**config.mk**
```make
export PLATFORM = sky130hd
export DESIGN_NAME = positioner_switch_config_decoder
export DESIGN_NICKNAME = d
export VERILOG_FILES = /design/src/verilog/positioner_switch_config_decoder.v
export VERILOG_INCLUDE_DIRS = /design/src /design/src/inc
export SDC_FILE = /design/constraint.sdc
export NUM_CORES = 1
export LEC_CHECK = 0
export BUFFER_PORTS_ARGS = -buffer_cell sky130_fd_sc_hd__clkbuf_2
export CORE_ASPECT_RATIO = 1.1
export CORE_MARGIN = 1
export CORE_UTILIZATION = 40
export CTS_CLUSTER_DIAMETER = 60
export CTS_CLUSTER_SIZE = 28
export DETAILED_ROUTE_END_ITERATION = 16
export GPL_TIMING_DRIVEN = 0
export PLACE_DENSITY_LB_ADDON = 0.12
export SYNTH_ARGS = -nofsm -noshare
export SYNTH_HDL_FRONTEND = slang
export SYNTH_SLANG_ARGS = --single-unit
```
**constraint.sdc**
```tcl
create_clock -name core_clk_i -period 7.3 [get_ports core_clk_i]
set_input_delay 0.365 -clock core_clk_i [delete_from_list [all_inputs] [get_ports core_clk_i]]
set_output_delay 0.365 -clock core_clk_i [all_outputs]
set_load 0.005 [all_outputs]
```
**src/inc/positioner_cfg_defs.vh**
```
// Purpose: constants of the positioner switch configuration decoder
// Assumes: switch bit 0 is switch position 1 of each bank
// Notes: register indices are word offsets on the plain register port
//
// Contract
// - switches sampled once after reset, then held
// - micro-step code selects division 1 to 250
// - run current code selects 0.23 to 0.75 A
// - standstill code selects 27 to 90 percent
// - standstill code defaults to 5, half current
// - two baud bits select 4800 to 38400
// - two delimiter bits select CR/LF terminator
// - write protect refuses position memory writes
// - knob lock blocks front-panel knob steps; knob direction still passes
// - speed boost multiplies maximum speed by 1.5
// - slow speed divides maximum speed by ten
// - knob reverse inverts stage movement direction
// - backlash reverse inverts compensation direction
// - origin polarity selects separate or joined sensors
`ifndef POSITIONER_CFG_DEFS_VH
`define POSITIONER_CFG_DEFS_VH

// -------------------------------------------------
// switch bank a fields
// -------------------------------------------------
`define SWA_BAUD1 0
`define SWA_BAUD2 1
`define SWA_DELIM1 2
`define SWA_DELIM2 3
`define SWA_MEM_PROTECT 6
`define SWA_KNOB_LOCK 7
`define SWA_KEEP_MASK 8'hCF

// -------------------------------------------------
// switch bank b fields
// -------------------------------------------------
`define SWB_BOOST 0
`define SWB_SLOW 1
`define SWB_KNOB_REV 2
`define SWB_BACKLASH_REV 3
`define SWB_ORIGIN_POL 4
`define SWB_KEEP_MASK 8'h1F

// -------------------------------------------------
// speed scaling
// -------------------------------------------------
`define SPEED_SLOW_DIV 5'h14

// -------------------------------------------------
// reset values
// -------------------------------------------------
`define STOP_CODE_DEFAULT 4'h5

// -------------------------------------------------
// register indices
// -------------------------------------------------
`define REG_SWITCH 4'h0
`define REG_SELECT 4'h1
`define REG_DECODE 4'h2
`define REG_SPEED_BASE 4'h3
`define REG_SPEED_OUT 4'h4
`define REG_STATUS 4'h5

`endif

```
**src/verilog/positioner_switch_config_decoder.v**
```verilog
// Purpose: decode positioner configuration switches and selectors
// Assumes: switch and request inputs synchronous to core_clk_i
// Notes: settings are frozen at the first edge after reset release
`timescale 1ns/1ps
`default_nettype none
`include "positioner_cfg_defs.vh"

module positioner_switch_config_decoder #(
  parameter SPEED_W = 16
) (
  // clock and reset
  input wire core_clk_i,
  input wire rstn_i,
  // manual switches
  input wire [7:0] setting_switch_a_i,
  input wire [7:0] setting_switch_b_i,
  input wire [3:0] micro_sel_i,
  input wire [3:0] run_cur_sel_i,
  input wire [3:0] stop_cur_sel_i,
  // front panel and memory requests
  input wire knob_step_i,
  input wire knob_dir_i,
  input wire mem_wr_req_i,
  // register port
  input wire [3:0] reg_addr_i,
  input wire [31:0] reg_wdata_i,
  input wire reg_wr_i,
  input wire reg_rd_i,
  output reg [31:0] reg_rdata_o,
  // decoded settings
  output reg cfg_valid_o,
  output reg [7:0] step_div_o,
  output reg [9:0] run_current_ma_o,
  output reg [6:0] stop_pct_o,
  output reg [15:0] baud_o,
  output reg delim_cr_o,
  output reg delim_lf_o,
  output reg origin_separate_o,
  // gated front panel and memory
  output reg knob_step_o,
  output reg knob_dir_o,
  output reg backlash_dir_o,
  output reg mem_wr_o,
  // scaled maximum speed
  output reg [SPEED_W+1:0] max_speed_o
);

  // -------------------------------------------------
  // decode tables
  // -------------------------------------------------
  function [7:0] div_of;
    input [3:0] code;
    begin
      case (code)
        4'h0: div_of = 8'h01;
        4'h1: div_of = 8'h02;
        4'h2: div_of = 8'h04;
        4'h3: div_of = 8'h05;
        4'h4: div_of = 8'h08;
        4'h5: div_of = 8'h0A;
        4'h6: div_of = 8'h14;
        4'h7: div_of = 8'h28;
        4'h8: div_of = 8'h50;
        4'h9: div_of = 8'h10;
        4'hA: div_of = 8'h19;
        4'hB: div_of = 8'h32;
        4'hC: div_of = 8'h64;
        4'hD: div_of = 8'h7D;
        4'hE: div_of = 8'hC8;
        default: div_of = 8'hFA;
      endcase
    end
  endfunction

  // current in milliamps
  function [9:0] run_ma_of;
    input [3:0] code;
    begin
      case (code)
        4'h0: run_ma_of = 10'h0E6;
        4'h1: run_ma_of = 10'h10E;
        4'h2: run_ma_of = 10'h12C;
        4'h3: run_ma_of = 10'h154;
        4'h4: run_ma_of = 10'h172;
        4'h5: run_ma_of = 10'h190;
        4'h6: run_ma_of = 10'h1B8;
        4'h7: run_ma_of = 10'h1D6;
        4'h8: run_ma_of = 10'h1FE;
        4'h9: run_ma_of = 10'h21C;
        4'hA: run_ma_of = 10'h244;
        4'hB: run_ma_of = 10'h262;
        4'hC: run_ma_of = 10'h28A;
        4'hD: run_ma_of = 10'h2A8;
        4'hE: run_ma_of = 10'h2C6;
        default: run_ma_of = 10'h2EE;
      endcase
    end
  endfunction

  function [6:0] stop_pct_of;
    input [3:0] code;
    begin
      case (code)
        4'h0: stop_pct_of = 7'h1B;
        4'h1: stop_pct_of = 7'h1F;
        4'h2: stop_pct_of = 7'h24;
        4'h3: stop_pct_of = 7'h28;
        4'h4: stop_pct_of = 7'h2D;
        4'h5: stop_pct_of = 7'h32;
        4'h6: stop_pct_of = 7'h36;
        4'h7: stop_pct_of = 7'h3A;
        4'h8: stop_pct_of = 7'h3E;
        4'h9: stop_pct_of = 7'h42;
        4'hA: stop_pct_of = 7'h46;
        4'hB: stop_pct_of = 7'h4A;
        4'hC: stop_pct_of = 7'h4E;
        4'hD: stop_pct_of = 7'h52;
        4'hE: stop_pct_of = 7'h56;
        default: stop_pct_of = 7'h5A;
      endcase
    end
  endfunction

  // -------------------------------------------------
  // strobe decode
  // -------------------------------------------------
  // one write decode shared by every writable index
  function wr_hit;
    input wr;
    input [3:0] addr;
    input [3:0] idx;
    begin
      wr_hit = wr && (addr == idx);
    end
  endfunction

  // -------------------------------------------------
  // power-up capture
  // -------------------------------------------------
  reg [7:0] swa_reg;
  reg [7:0] swb_reg;
  reg [3:0] micro_reg;
  reg [3:0] run_reg;
  reg [3:0] stop_reg;

  // no path updates these after cfg_valid_o rises: a powered
  // change of a switch is deliberately invisible
  always @(posedge core_clk_i) begin
    if (!rstn_i) begin
      cfg_valid_o <= 1'b0;
      swa_reg <= 8'h00;
      swb_reg <= 8'h00;
      micro_reg <= 4'h0;
      run_reg <= 4'h0;
      stop_reg <= `STOP_CODE_DEFAULT;
    end else if (!cfg_valid_o) begin
      cfg_valid_o <= 1'b1;
      // reserved positions masked here so they never reach a decode
      swa_reg <= setting_switch_a_i & `SWA_KEEP_MASK;
      swb_reg <= setting_switch_b_i & `SWB_KEEP_MASK;
      micro_reg <= micro_sel_i;
      run_reg <= run_cur_sel_i;
      stop_reg <= stop_cur_sel_i;
    end
  end

  // -------------------------------------------------
  // decoded outputs
  // -------------------------------------------------
  wire [1:0] baud_sel = {swa_reg[`SWA_BAUD1], swa_reg[`SWA_BAUD2]};
  wire [1:0] delim_sel = {swa_reg[`SWA_DELIM1], swa_reg[`SWA_DELIM2]};
  reg [15:0] baud_next;

  always @* begin
    case (baud_sel)
      2'h0: baud_next = 16'h12C0;
      2'h1: baud_next = 16'h2580;
      2'h2: baud_next = 16'h4B00;
      default: baud_next = 16'h9600;
    endcase
  end

  always @(posedge core_clk_i) begin
    if (!rstn_i) begin
      step_div_o <= 8'h00;
      run_current_ma_o <= 10'h000;
      stop_pct_o <= 7'h00;
      baud_o <= 16'h0000;
      delim_cr_o <= 1'b0;
      delim_lf_o <= 1'b0;
      origin_separate_o <= 1'b0;
    end else begin
      step_div_o <= div_of(micro_reg);
      run_current_ma_o <= run_ma_of(run_reg);
      stop_pct_o <= stop_pct_of(stop_reg);
      baud_o <= baud_next;
      delim_cr_o <= ~delim_sel[1];
      delim_lf_o <= ~delim_sel[0];
      origin_separate_o <= swb_reg[`SWB_ORIGIN_POL];
    end
  end

  // -------------------------------------------------
  // knob and memory gating
  // -------------------------------------------------
  wire mem_protect = swa_reg[`SWA_MEM_PROTECT];
  wire knob_lock = swa_reg[`SWA_KNOB_LOCK];
  wire knob_rev = swb_reg[`SWB_KNOB_REV];
  wire backlash_rev = swb_reg[`SWB_BACKLASH_REV];
  // before capture the protect bit is unknown, so a request
  // in that one cycle is refused rather than guessed
  wire refuse_now = mem_wr_req_i & (mem_protect | ~cfg_valid_o);

  always @(posedge core_clk_i) begin
    if (!rstn_i) begin
      knob_step_o <= 1'b0;
      knob_dir_o <= 1'b0;
      backlash_dir_o <= 1'b0;
      mem_wr_o <= 1'b0;
    end else begin
      // knob stays dead until settings are captured
      knob_step_o <= knob_step_i & cfg_valid_o & ~knob_lock;
      knob_dir_o <= knob_dir_i ^ knob_rev;
      backlash_dir_o <= knob_dir_i ^ backlash_rev;
      mem_wr_o <= mem_wr_req_i & ~refuse_now;
    end
  end

  // -------------------------------------------------
  // maximum speed scaling
  // -------------------------------------------------
  reg [SPEED_W-1:0] speed_base_reg;
  reg [SPEED_W+1:0] speed_num;
  reg [SPEED_W+1:0] speed_next;
  wire speed_boost = swb_reg[`SWB_BOOST];
  wire speed_slow = swb_reg[`SWB_SLOW];
  // divisor sized to the numerator so the quotient is not widened
  localparam [SPEED_W+1:0] SLOW_DIV = {{(SPEED_W-3){1'b0}}, `SPEED_SLOW_DIV};

  // numerator is twice or three times the base, so halving gives
  // x1 exactly or x1.5 with truncation, and /20 gives x0.1 or x0.15 with truncation
  always @* begin
    if (speed_boost)
      speed_num = {1'b0, speed_base_reg, 1'b0} + {2'b00, speed_base_reg};
    else
      speed_num = {1'b0, speed_base_reg, 1'b0};
    if (speed_slow)
      speed_next = speed_num / SLOW_DIV;
    else
      speed_next = speed_num >> 1;
  end

  always @(posedge core_clk_i) begin
    if (!rstn_i)
      max_speed_o <= {(SPEED_W+2){1'b0}};
    else
      max_speed_o <= speed_next;
  end

  // -------------------------------------------------
  // register port
  // -------------------------------------------------
  reg refused_reg;
  reg [31:0] rdata_next;

  always @(posedge core_clk_i) begin
    if (!rstn_i) begin
      speed_base_reg <= {SPEED_W{1'b0}};
      refused_reg <= 1'b0;
    end else begin
      if (wr_hit(reg_wr_i, reg_addr_i, `REG_SPEED_BASE))
        speed_base_reg <= reg_wdata_i[SPEED_W-1:0];
      // set beats a write-one clear in the same cycle
      if (refuse_now)
        refused_reg <= 1'b1;
      else if (wr_hit(reg_wr_i, reg_addr_i, `REG_STATUS) && reg_wdata_i[0])
        refused_reg <= 1'b0;
    end
  end

  // unmapped indices read as zero
  always @* begin
    case (reg_addr_i)
      `REG_SWITCH: rdata_next = {15'h0000, cfg_valid_o, swb_reg, swa_reg};
      `REG_SELECT: rdata_next = {20'h00000, stop_reg, run_reg, micro_reg};
      `REG_DECODE: rdata_next = {7'h00, stop_pct_o, run_current_ma_o, step_div_o};
      `REG_SPEED_BASE: rdata_next = {{(32-SPEED_W){1'b0}}, speed_base_reg};
      `REG_SPEED_OUT: rdata_next = {{(30-SPEED_W){1'b0}}, max_speed_o};
      `REG_STATUS: rdata_next = {31'h00000000, refused_reg};
      default: rdata_next = 32'h00000000;
    endcase
  end

  // read data stands only in the cycle after the strobe
  always @(posedge core_clk_i) begin
    if (!rstn_i)
      reg_rdata_o <= 32'h00000000;
    else if (reg_rd_i)
      reg_rdata_o <= rdata_next;
    else
      reg_rdata_o <= 32'h00000000;
  end

endmodule // positioner_switch_config_decoder
`default_nettype wire

```
# ---- Word-level counts from Yosys, hierarchy flattened
# Memory sizes are Yosys's and may differ from the RTL's. A register that Yosys moved wholly into a read port is not among the register bits.
# Cells that the tools add are included.
dict set report word_totals {
  reg_bits 124
  memories 3
  elab_cells 62
  inputBits 71
  out_inout_bits 99
  romBits 384
}
# name words word_bits rd rd_ports_with_merged_regs write_ports line_no
set mem_list {}
lappend mem_list {{(name not given)} 16 9 1 1 0 positioner_switch_config_decoder.v:79} ;# case (code)
lappend mem_list {{(name not given)} 16 8 1 1 0 positioner_switch_config_decoder.v:54} ;# case (code)
lappend mem_list {{(name not given)} 16 7 1 1 0 positioner_switch_config_decoder.v:103} ;# case (code)
dict set report op_classes {
  n_reduce_logical 11
  n_mux 7
  bitwise 12
  addsub 1
  n_div 1
  n_eq_ne 7
}
# op n
set ops {}
lappend ops {{$pmux 25 s6} 1}
lappend ops {{$pmux 16 s3} 1}
lappend ops {{$add 17x16->18} 1}
lappend ops {{$div 18x5->18 const B} 1}
lappend ops {{$mux 18} 1}
lappend ops {{$mux 17} 1}
lappend ops {{$eq 4x2->1 const B} 2}
lappend ops {{$eq 4x3->1 const B} 2}
lappend ops {{$not 1->1} 5}
lappend ops {{$and 1x1->1} 4}
lappend ops {{$eq 4x1->1 const B} 1}
lappend ops {{$logic_not 4->1} 1}
lappend ops {{$reduce_and 2->1} 2}
lappend ops {{$logic_and 1x1->1} 3}
lappend ops {{$logic_not 1->1} 3}
lappend ops {{$mux 1} 3}
lappend ops {{$eq 2x1->1 const B} 1}
lappend ops {{$eq 2x2->1 const B} 1}
lappend ops {{$logic_not 2->1} 1}
lappend ops {{$reduce_bool 2->1} 1}
lappend ops {{$xor 1x1->1} 2}
lappend ops {{$or 1x1->1} 1}

# ---- Logic depth before layout (Yosys ltp)
# Gate-level depths: netlist (run 1).
dict set report depth {
  word_depth 5
  mapped_depth 27
  depth_no_buf 22
}

# ---- Worst setup path before layout (run 1)
# Ideal clock, no wire load.
dict set report synth_path {
  path_kind {register -> register}
  start {register speed_base_reg[1]}
  end {register max_speed_o[0]}
  path_slack_ns 1.350
  path_stages_with_launch 26
  setup_time_ns 0.073
  synth_period_minus_slack_ns 5.950
  arrival_ns 5.878
  required_time_ns 7.227
  n_path_buf 3
  cell_sequence {dfxtp_1 ha_1 fa_1 a211oi_1 o21a_2 o21bai_1 or3_4 nand2_2 buf_6 nand3_1 a2bb2oi_1 and3_1 buf_6 o2111ai_1 or3b_4 o21ai_4 nand2_1 a22oi_1 a221oi_2 o31a_1 buf_6 o41ai_4 a221oi_2 or4_4 a221o_1 o22ai_2}
}
dict set report synth_via {
  elab_chain_len 4
}
# item line_no
set synth_rtl {}
lappend synth_rtl {{from (decl)} positioner_switch_config_decoder.v:232} ;# reg [SPEED_W-1:0] speed_base_reg;
lappend synth_rtl {{from (signal assigned)} positioner_switch_config_decoder.v:268} ;# speed_base_reg <= {SPEED_W{1'b0}};
lappend synth_rtl {{from (signal assigned)} positioner_switch_config_decoder.v:272} ;# speed_base_reg <= reg_wdata_i[SPEED_W-1:0];
lappend synth_rtl {{$add 17x16->18} positioner_switch_config_decoder.v:244} ;# speed_num = {1'b0, speed_base_reg, 1'b0} + {2'b00, speed_base_reg};
lappend synth_rtl {{$mux 18 (*)} positioner_switch_config_decoder.v:243} ;# if (speed_boost)
lappend synth_rtl {{$div 18x5->18} positioner_switch_config_decoder.v:248} ;# speed_next = speed_num / SLOW_DIV;
lappend synth_rtl {{$mux 17 (*)} positioner_switch_config_decoder.v:247} ;# if (speed_slow)
lappend synth_rtl {{to (signal assigned)} positioner_switch_config_decoder.v:255} ;# max_speed_o <= {(SPEED_W+2){1'b0}};
lappend synth_rtl {{to (signal assigned)} positioner_switch_config_decoder.v:257} ;# max_speed_o <= speed_next;
lappend synth_rtl {{to (decl)} positioner_switch_config_decoder.v:45} ;# output reg [SPEED_W+1:0] max_speed_o
# Mark *: on every way between the ends. The rest lies on a longest branch, timed or not.
# A chain may end at the register's enable or synchronous reset.

# ---- Worst setup path after layout (run 1)
# Same ends and word-level chain as after synthesis.

==> results of run 1 <==
through the flow:
stage / setup WS (ns) / hold slack [ns] / area (µm²) / cells
finish: 0.4858 / 0.06590 / 9592 / 1395
global route: 0.1287 / 0.05260 / 9592 / 1395
CTS: 0.5714 / 0.05688 / 9585 / 1395
detailed placement: 0.6154 / 0.4428 / 9019 / 1363
global placement: 0.5935 / 0.4360 / 9019 / 1363
floorplan: 1.350 / 0.3927 / 8049 / 984
synth_stat cells, types with 7 or more instances:
master and number:
a211oi_1 19, a21o_1 11, a21oi_1 74, a21oi_2 7, a22oi_1 32, a31oi_1 17
and2_1 18, and3_1 12, buf_2 9, buf_4 18, clkbuf_1 41, dfxtp_1 123
ha_1 35, inv_1 26, mux2_2 12, mux2i_1 39, nand2_1 95, nand3_1 20
nand4_1 12, nor2_1 93, nor3_1 20, nor4_1 9, o211ai_1 11, o21ai_0 42
o21ai_1 12, o22ai_1 7, or3_1 7, xnor2_1 13
how the worst min path moves through the flow:
stage                            to  slack [ns]  cells past startpoint
floorplan               cfg_valid_o        0.39                      0
global placement    reg_rdata_o[24]        0.44                      1
detailed placement  reg_rdata_o[19]        0.44                      1
CTS                     cfg_valid_o        0.06                      1
global route            cfg_valid_o        0.05                      1
finish                  cfg_valid_o        0.07                      1
worst reg2reg max path: cells and delay by family, from the launching register on:
kind / cells / cell delay [ns]
compound gates: 12 / 3.02
simple gates: 7 / 1.95
fa+ha+maj: 2 / 0.71
buf+inv: 2 / 0.40
flops: 1 / 0.38
mux: 1 / 0.26
power breakdown:
| part | internal, mW | switching [mW] | total (mW) |
|---|---|---|---|
| clock network | 0.473 | 0.327 | 0.800 |
| registers | 0.701 | 0.0251 | 0.726 |
| logic | 0.176 | 0.252 | 0.428 |
| total | 1.35 | 0.604 | 1.95 |
layer usage:
metal | global-route usage (%) | vias up | part of all wire, %
met5 | 0 | - | 0
met3 | 3.535 | 31 | 4.5
met4 | 6.868 | 0 | 2.0
li1 | - | 3905 | -
met2 | 42.41 | 233 | 50
met1 | 30.49 | 3693 | 44
area by class of cell:
type                       instances  area (µm²)
timing repair buffer             132       660.6
multi-input combinational        758        5090
sequential                       123        2462
inverter                          27       101.3
clock buffer                      17       425.4
buffer                            76       401.6
fill                            1945        9772
clock inverter                    15       141.4
tap                              247       309.0
kinds of logic after synthesis:
group                      after synthesis  synth area share, %
buffers and inverters                  103                6.290
adders and majority gates               38                5.993
other                                    1              0.04690
AOI/OAI and AO/OA                      312                28.21
muxes                                   52                6.853
DFF                                    123                30.79
xor gates and xnor gates                17                1.862
and+or+nand+nor                        324                19.95
==> key figures, run 1 <==
Worst setup path
  – CP max stage cell: or4_4
  – WP data required: between 7 and 8 ns
  – Critical path class: reg -> reg
  – Critical Path Source: speed_base_reg[1]
  – Buf/Inv on CP: 2
  – CP Launch Type: flip-flop
  – CP delay by family, top: compound AO/OA/AOI/OAI gates
  – CP Capture Type: flip-flop
  – R2R setup slack: 0.49 ns
  – R2R Path End: max_speed_o[0]
  – RR Startpoint: speed_base_reg[1]
  – Worst-path fanout max: 10
  – Critical path depth: 24
  – FF-to-FF path depth: 24
  – Critical path cell sequence: ha_1, fa_1, a211oi_1, o21a_2, o21bai_1, o32a_1, a21oi_1, a2bb2oi_1, o22a_1, nand3_1, nor4_2, nor4b_2, nand2_2, mux2i_1, o211a_1, buf_2, nor4_1, a311oi_1, and3_1, buf_2, a211oi_1, or4_4, a221o_1, o22ai_2
  – CP arrival: 7.16 ns
  – CP max stage delay: 0.54 ns
  – Worst Setup EP: max_speed_o[0]

Final layout
  – Final Util: 49.53%
  – Max reg flops: 25
  – Nets: approximately 1.2k
  – Most frequent cells in the layout: clkbuf_2 (132), dfxtp_1 (123), nand2_1 (95), nor2_1 (93), a21oi_1 (74)
  – Fraction of layout cells with a size suffix above 1: a little under a quarter
  – ANT cells: 0
  – Commonest non-fill, non-tap cell in the layout: clkbuf_2
  – Area grow syn2layout: 19.95%

Clock tree
  – Clock latency at the later pin of the worst-skew pair: 0.42 ns
  – Post-cts hold buffer count: 0
  – Total CTS buffers: 17
  – Clock transition at path regs: 0.06 ns
  – Clk root buf: clkbuf_16
  – Number of setup buffers added after CTS: 0
  – CTS H-tree depth: 4
  – CTS tree: built
  – CTS-repair resized insts: 0
  – Longest Clk Path Bufs: 2
  – Clk sinks: 123

Timing
  – Rel. slew slack: between 30% and 40%
  – Max Fclk: 0.1468 GHz
  – Pins Over Slew Limit: 0
  – Fin. Hold Viols: 0
  – Final Cycle Share: 93.35%
  – Worst-Margin Slew: roughly 0.9 ns
  – Tmin final: slightly below 7 ns
  – RSZ-0062 raised after global routing: false
  – Setup Viol. Count Final: 0
  – Setup_tns: 0 ns
  – Clk_skew: 0.008199 ns

GRT
  – Vias in the first global route: 7217
  – Largest net degree at the start of global routing: 17
  – Grt total ovfl: 0
  – Gr usage total: 24.17%
  – Global-route wire length before repair: 38.49 mm
  – Initial antenna violation count: 0

Logic synthesis
  – Dominant cell type by area after synthesis: dfxtp_1
  – Synthesized cell area: 7996 µm²
  – Post-Syn Instances: 970
  – Number of flops mapped to enable cells by yosys: 0
  – Top_reg_cell synth: dfxtp_1
  – Syn. warnings: 0
  – Async S/R FF share, synth: 0%
  – Synth top area share: a little under a third
  – Mean Syn Cell Area: 8.244 µm²
  – #FFs+latches synth: 123
  – Post-synthesis cell type count: 105
  – Seq/Total Area, Yosys: around 31%
  – Ranking of synthesized cells by area: dfxtp_1 (31%), ha_1 (5.5%), mux2i_1 (4.9%), a21oi_1 (4.6%), nand2_1 (4.5%)

Routing
  – Drt first pass iters: 5
  – Via density per instance: 5.636
  – Routed wire length: 24.90 mm
  – Wirelength per Cell: 17.85 µm
  – Initial DRC count: 427
  – Post-route ant nets: 0
  – DRC viols: 0
  – Total number of vias: around 8k

Floorplan
  – Die Wd: around 140 µm
  – Full die area: 20560 µm²
  – Row count: 53
  – Die Y: 150.3 µm
  – I/O pins: 170
  – Initial Util: 41.30%
  – Core area: ~19000 µm²

Worst hold path
  – Worst Hold Class: in -> reg
  – Min-delay src: rstn_i

Outcome
  – Run status: finished, final reports clean

Placement
  – IO buf count: 132
  – HPWL after detailed placement: 19.49 mm
  – GPL Wtd Cong: 0.9127

Power
  – Leak: 3.993 nW
  – Pwr Density: 203.8 nW/µm²
  – VDD IR max: 0.1769 mV
  – Pwr Total: between 1.5 and 2 mW

Flow run
  – Max Cap Viol: 0
Note: power is estimated with default switching activity, not from simulation.
==> run 2, diff against run 1 <==
--- a/config.mk
+++ b/config.mk
@@ -13,8 +13,8 @@
 export CTS_CLUSTER_DIAMETER = 60
 export CTS_CLUSTER_SIZE = 28
 export DETAILED_ROUTE_END_ITERATION = 16
-export GPL_TIMING_DRIVEN = 0
 export PLACE_DENSITY_LB_ADDON = 0.12
+export SETUP_SLACK_MARGIN = 0.4
 export SYNTH_ARGS = -nofsm -noshare
 export SYNTH_HDL_FRONTEND = slang
 export SYNTH_SLANG_ARGS = --single-unit
==> key figures, run 2 (synthesized netlist as in run 1, its figures left out) <==
Final layout
  – Multi-input gate area: 5250 µm²
  – Max reg flops: 25
  – Fraction of layout cells with a size suffix above 1: 25.57%
  – Storage element area: between 2000 and 2500 µm²
  – Final Util: 49.38%
  – Area grow syn2layout: 19.57%
  – ANT cells: 0
  – Commonest non-fill, non-tap cell in the layout: clkbuf_2
  – Most frequent cells in the layout: clkbuf_2 (133), dfxtp_1 (122), nand2_1 (95), nor2_1 (90), a21oi_1 (72)
  – Nets: 1189
  – # fillers: roughly 2k
  – Layout Cells excl Fill: 1342
  – Post-route cell area: 9562 µm²

GRT
  – Gr usage total: 22.84%
  – Largest net degree at the start of global routing: 47
  – Grt total ovfl: 0
  – Global-route wire length before repair: 37.07 mm
  – Initial antenna violation count: 0
  – Vias in the first global route: 7011

Placement
  – GPL Wtd Cong: 0.8574
  – HPWL after detailed placement: 17.12 mm
  – Pre-CTS setup slack: 0.4606 ns
  – IO buf count: 133
  – Post-Place Cells: 1305
  – Post-place instance area: 8785 µm²

Floorplan
  – I/O pins: 170
  – Die Y: between 150 and 200 µm
  – Full die area: 20560 µm²
  – Row count: 53
  – Core area: 19360 µm²
  – Die Wd: between 100 and 150 µm
  – Initial Util: 41.30%

Clock tree
  – Clk root buf: clkbuf_16
  – Total CTS buffers: 17
  – Clock latency at the later pin of the worst-skew pair: between 0.4 and 0.5 ns
  – CTS tree: built
  – Longest Clk Path Bufs: 2
  – Clock transition at path regs: 0.06 ns
  – Clk sinks: 123
  – CTS H-tree depth: 4

Worst setup path
  – Worst-path fanout max: 11
  – WP data required: 7.65 ns
  – R2R Path End: max_speed_o[0]
  – FF-to-FF path depth: 23
  – CP Capture Type: flip-flop
  – R2R setup slack: 0.78 ns
  – RR Startpoint: speed_base_reg[1]
  – CP arrival: 6.86 ns
  – CP Launch Type: flip-flop
  – Critical path class: reg -> reg

Timing
  – Rel. slew slack: 31.02%
  – Worst-Margin Slew: 1.006 ns
  – Tmin final: 6.516 ns
  – Setup Viol. Count Final: 0
  – Final Cycle Share: 89.27%
  – Pins Over Slew Limit: 0
  – Setup_tns: 0 ns
  – Clk_skew: 0.01017 ns
  – Hold WS: 0.1759 ns
  – RSZ-0062 raised after global routing: false
  – Fin. Hold Viols: 0
  – Max Fclk: 0.1535 GHz
  – Setup ws final: 0.7835 ns

Routing
  – Wirelength per Cell: 17.42 µm
  – Via density per instance: 5.730
  – Initial DRC count: 460
  – Post-route ant nets: 0
  – Drt first pass iters: 4
  – DRC viols: 0
  – Routed wire length: 23.38 mm
  – Total number of vias: 7689

Power
  – Switch Pwr: 586.4 µW
  – Comb power frac: 20.8%
  – Pwr Density: 207.4 nW/µm²
  – Leak: 3.955 nW
  – Int Power: 1.396 mW
  – VDD IR max: 0.1757 mV
  – Pwr Total: 1.983 mW
  – Switch share: 29.57%
  – Reg power frac: 37.1%
  – Clock Power Share: 42.1%

Worst hold path
  – Worst Hold Class: in -> reg
  – WHS Path Cells: 3
  – Hold worst-path end: speed_base_reg[3]
  – Min-delay src: reg_wdata_i[3]

Flow run
  – Max Cap Viol: 0

Outcome
  – Run status: finished, final reports clean
==> run 2: cell count changes in the layout (fill, tap and decap cells not counted), moves of 3 or more <==
cell,previous run,this run
buf_1,3,0
buf_2,9,0
buf_4,18,21
buf_6,5,0
clkbuf_1,41,0
nor2_1,93,90
==> run 2: cell type report <==
class	count	share of cell area (%)
Timing Repair Buffer	155	8.820
Tap cell	247	3.232
Sequential cell	123	25.77
Clock buffer	19	4.737
Clock inverter	13	1.479
Inverter	27	1.060
Multi-Input combinational cell	758	54.91
==> run 2: worst max-delay path by stage <==
stage / from / to / slack (ns) / depth (start not counted)
after floorplan: speed_base_reg[1] / max_speed_o[0] / 1.35 / 25
after global placement: speed_base_reg[1] / max_speed_o[0] / 0.50 / 21
after detailed placement: speed_base_reg[1] / max_speed_o[0] / 0.46 / 21
after CTS: speed_base_reg[1] / max_speed_o[0] / 0.43 / 21
after global routing: speed_base_reg[1] / max_speed_o[0] / 0.39 / 22
final: speed_base_reg[1] / max_speed_o[0] / 0.78 / 23
==> run 2: repair_timing <==
item | in CTS | in global routing
buffers inserted | 0 | 5
resized for setup | 0 | 28
setup endpoints to repair | 0 | 2
hold buffers | 0 | 0
endpoints found under the hold margin | 0 | 0
==> run 2: critical path, cell delays in order (launching register included) <==
cell,delay (ns)
dfxtp_1,0.38
ha_1,0.26
fa_1,0.43
a211oi_1,0.24
o21a_2,0.25
o21bai_2,0.16
o32a_1,0.40
nand2_1,0.19
nor4_1,0.08
o21ai_1,0.27
o211ai_1,0.14
buf_4,0.19
a2111oi_2,0.42
o32ai_1,0.23
and3_1,0.26
a32o_1,0.26
nor3_2,0.30
o211ai_1,0.20
o31a_1,0.27
o41ai_4,0.42
a221oi_2,0.12
or4_4,0.57
a221o_1,0.34
o22ai_2,0.08
==> run 2: layer usage <==
metal  part of all wire (%)  up-vias  global-route usage [%]  wire length [µm]
li1                       -     3787                       -                 -
met1                     47     3671                   30.52             10910
met2                     47      204                   38.15             11070
met3                    4.6       27                   2.929              1067
met4                    1.4        0                   6.813               336
met5                      0        -                       0                 0
==> run 2: power groups by stage <==
stage	logic, mW	clock network (mW)	registers, mW
CTS	0.391	0.850	0.734
floorplan	0.308	0	0.733
detailed placement	0.390	0	0.749
global route	0.456	0.882	0.738
finish	0.413	0.835	0.735
global placement	0.390	0	0.749
==> run 3, diff against run 2 <==
--- a/config.mk
+++ b/config.mk
@@ -15,6 +15,7 @@
 export DETAILED_ROUTE_END_ITERATION = 16
 export PLACE_DENSITY_LB_ADDON = 0.12
 export SETUP_SLACK_MARGIN = 0.4
+export SLEW_MARGIN = 25
 export SYNTH_ARGS = -nofsm -noshare
 export SYNTH_HDL_FRONTEND = slang
 export SYNTH_SLANG_ARGS = --single-unit
==> constraint.sdc (replaced) <==
create_clock -name core_clk_i -period 5.63 [get_ports core_clk_i]
set_input_delay 0.2815 -clock core_clk_i [delete_from_list [all_inputs] [get_ports core_clk_i]]
set_output_delay 0.2815 -clock core_clk_i [all_outputs]
set_load 0.05 [all_outputs]
==> key figures, run 3 (synthesized netlist as in run 1, its figures left out) <==
Outcome
  – Run status: complete, but fails checks
  – Violated checks: setup timing

Routing
  – DRC viols: 0
  – Initial DRC count: 476
  – Via density per instance: 5.526
  – Drt first pass iters: 5
  – Total number of vias: approximately 8.6k
  – Routed wire length: roughly 27 mm
  – Wirelength per Cell: 17.11 µm
  – Post-route ant nets: 0

Timing
  – Tmin final: 5.842 ns
  – Fin. Hold Viols: 0
  – Setup_tns: -0.4221 ns
  – Max Fclk: between 0.15 and 0.2 GHz
  – Pins Over Slew Limit: 0
  – Setup Viol. Count Final: 2
  – Setup ws final: -0.2116 ns
  – RSZ-0062 raised after global routing: true
  – Hold WS: 0.07265 ns
  – Rel. slew slack: 32.69%
  – Final Cycle Share: 103.8%
  – Worst-Margin Slew: ~1 ns
  – Clk_skew: just over 0.009 ns

Final layout
  – Nets: 1397
  – Max reg flops: 25
  – Area grow syn2layout: 49.21%
  – Final Util: about 62%
  – Commonest non-fill, non-tap cell in the layout: buf_4
  – Fraction of layout cells with a size suffix above 1: ~44%
  – ANT cells: 0
  – Most frequent cells in the layout: buf_4 (210), clkbuf_2 (133), dfxtp_1 (107), nand2_1 (93), nor2_1 (86)
  – Layout Cells excl Fill: 1550
  – Post-route cell area: 11930 µm²

Worst hold path
  – Min-delay src: reg_wdata_i[3]
  – Worst Hold Class: in -> reg

Floorplan
  – Initial Util: 41.30%
  – Die Y: between 150 and 200 µm
  – I/O pins: 170
  – Die Wd: 136.8 µm
  – Core area: 19360 µm²
  – Full die area: 20560 µm²
  – Row count: 53

Flow run
  – Max Cap Viol: 0

GRT
  – Largest net degree at the start of global routing: 68
  – Vias in the first global route: 8053
  – Gr usage total: 25.39%
  – Initial antenna violation count: 0
  – Global-route wire length before repair: 41.44 mm
  – Grt total ovfl: 0

Worst setup path
  – WP data required: 5.97 ns
  – Critical path class: reg -> reg
  – Worst Setup EP: max_speed_o[1]
  – FF-to-FF path depth: 27
  – CP arrival: around 6.2 ns
  – Critical Path Source: speed_base_reg[1]
  – CP Capture Type: flip-flop
  – R2R setup slack: -0.21 ns
  – Worst-path fanout max: 6
  – CP Launch Type: flip-flop
  – R2R Path End: max_speed_o[1]
  – RR Startpoint: speed_base_reg[1]

Clock tree
  – Clk root buf: clkbuf_16
  – Clk sinks: 123
  – Clock latency at the later pin of the worst-skew pair: 0.42 ns
  – Total CTS buffers: 17
  – Clock transition at path regs: 0.06 ns
  – Post-cts hold buffer count: 0
  – CTS tree: built
  – Longest Clk Path Bufs: 2
  – CTS H-tree depth: 4

Power
  – VDD IR max: 0.2854 mV
  – Switch Pwr: 960.8 µW
  – Clock Power Share: 37.4%
  – Comb power frac: 30.5%
  – Int Power: 2.011 mW
  – Pwr Density: 249.0 nW/µm²
  – Reg power frac: 32.1%
  – Leak: 5.091 nW
  – Switch share: between 30% and 40%

Placement
  – Post-Place Cells: 1474
  – Post-place instance area: around 10000 µm²
  – GPL Wtd Cong: approximately 0.9
  – HPWL after detailed placement: between 15 and 20 mm
  – IO buf count: between 100 and 150
[run 3: worst min-delay path by stage]
stage / endpoint / slack, ns / cells after the start
floorplan: cfg_valid_o / 0.31 / 0
global placement: delim_cr_o / 0.43 / 1
detailed placement: delim_cr_o / 0.44 / 1
CTS: speed_base_reg[3] / 0.07 / 3
global route: speed_base_reg[3] / 0.07 / 3
finish: speed_base_reg[3] / 0.07 / 3
[run 3: final cells by class]
cell class | instances | area (µm²)
Fill cell | 1694 | 7432
Multi-Input combinational cell | 758 | 5944
Sequential cell | 123 | 2490
Timing Repair Buffer | 363 | 2485
Clock buffer | 20 | 466.7
Tap cell | 247 | 309.0
Clock inverter | 12 | 135.1
Inverter | 27 | 101.3
[run 3: through the flow]
step                power [mW]  setup slack (ns)
CTS                      2.907           -0.1836
global route             3.105           -0.4410
detailed placement       1.732           -0.3669
global placement         1.735           -0.3637
finish                   2.972           -0.2116
floorplan                1.471           0.03637
[run 3: repair_timing]
item / 4_1_cts / 5_1_grt
gates resized for setup: 74 / 63
endpoints found under the hold margin: 0 / 0
buffers inserted: 17 / 27
pin swaps: 23 / 44
setup endpoints to repair: 4 / 4
[run 3: critical path, stage by stage, from the launching register on]
cell,delay [ns]
dfxtp_4,0.36
ha_4,0.16
fa_2,0.35
a211oi_2,0.23
o21a_2,0.23
o21bai_4,0.10
o32a_1,0.41
nand2_2,0.13
nor2_1,0.08
a21oi_2,0.18
o211ai_1,0.14
buf_4,0.17
buf_4,0.14
a211o_1,0.33
buf_4,0.15
nand4_4,0.14
o21ai_4,0.12
buf_4,0.16
a21oi_4,0.19
buf_4,0.17
a221oi_4,0.06
o31a_1,0.37
o41ai_4,0.38
a221oi_2,0.10
or4_4,0.45
buf_6,0.14
buf_6,0.10
a211oi_2,0.20
[run 3: power by group through the flow]
stage               Combinational, mW  Sequential [mW]  Clock [mW]
global route                    0.974            0.960        1.17
CTS                             0.827            0.955        1.13
detailed placement              0.759            0.973           0
finish                          0.905            0.955        1.11
global placement                0.761            0.973           0
floorplan                       0.430             1.04           0
[run 3: routing by layer]
metal	GRT usage, %	vias to the layer above	share of wire (%)
met5	0	-	0
met1	33.49	4047	45
met2	42.66	262	49
met4	7.527	0	1.8
li1	-	4215	-
met3	3.603	42	4.6
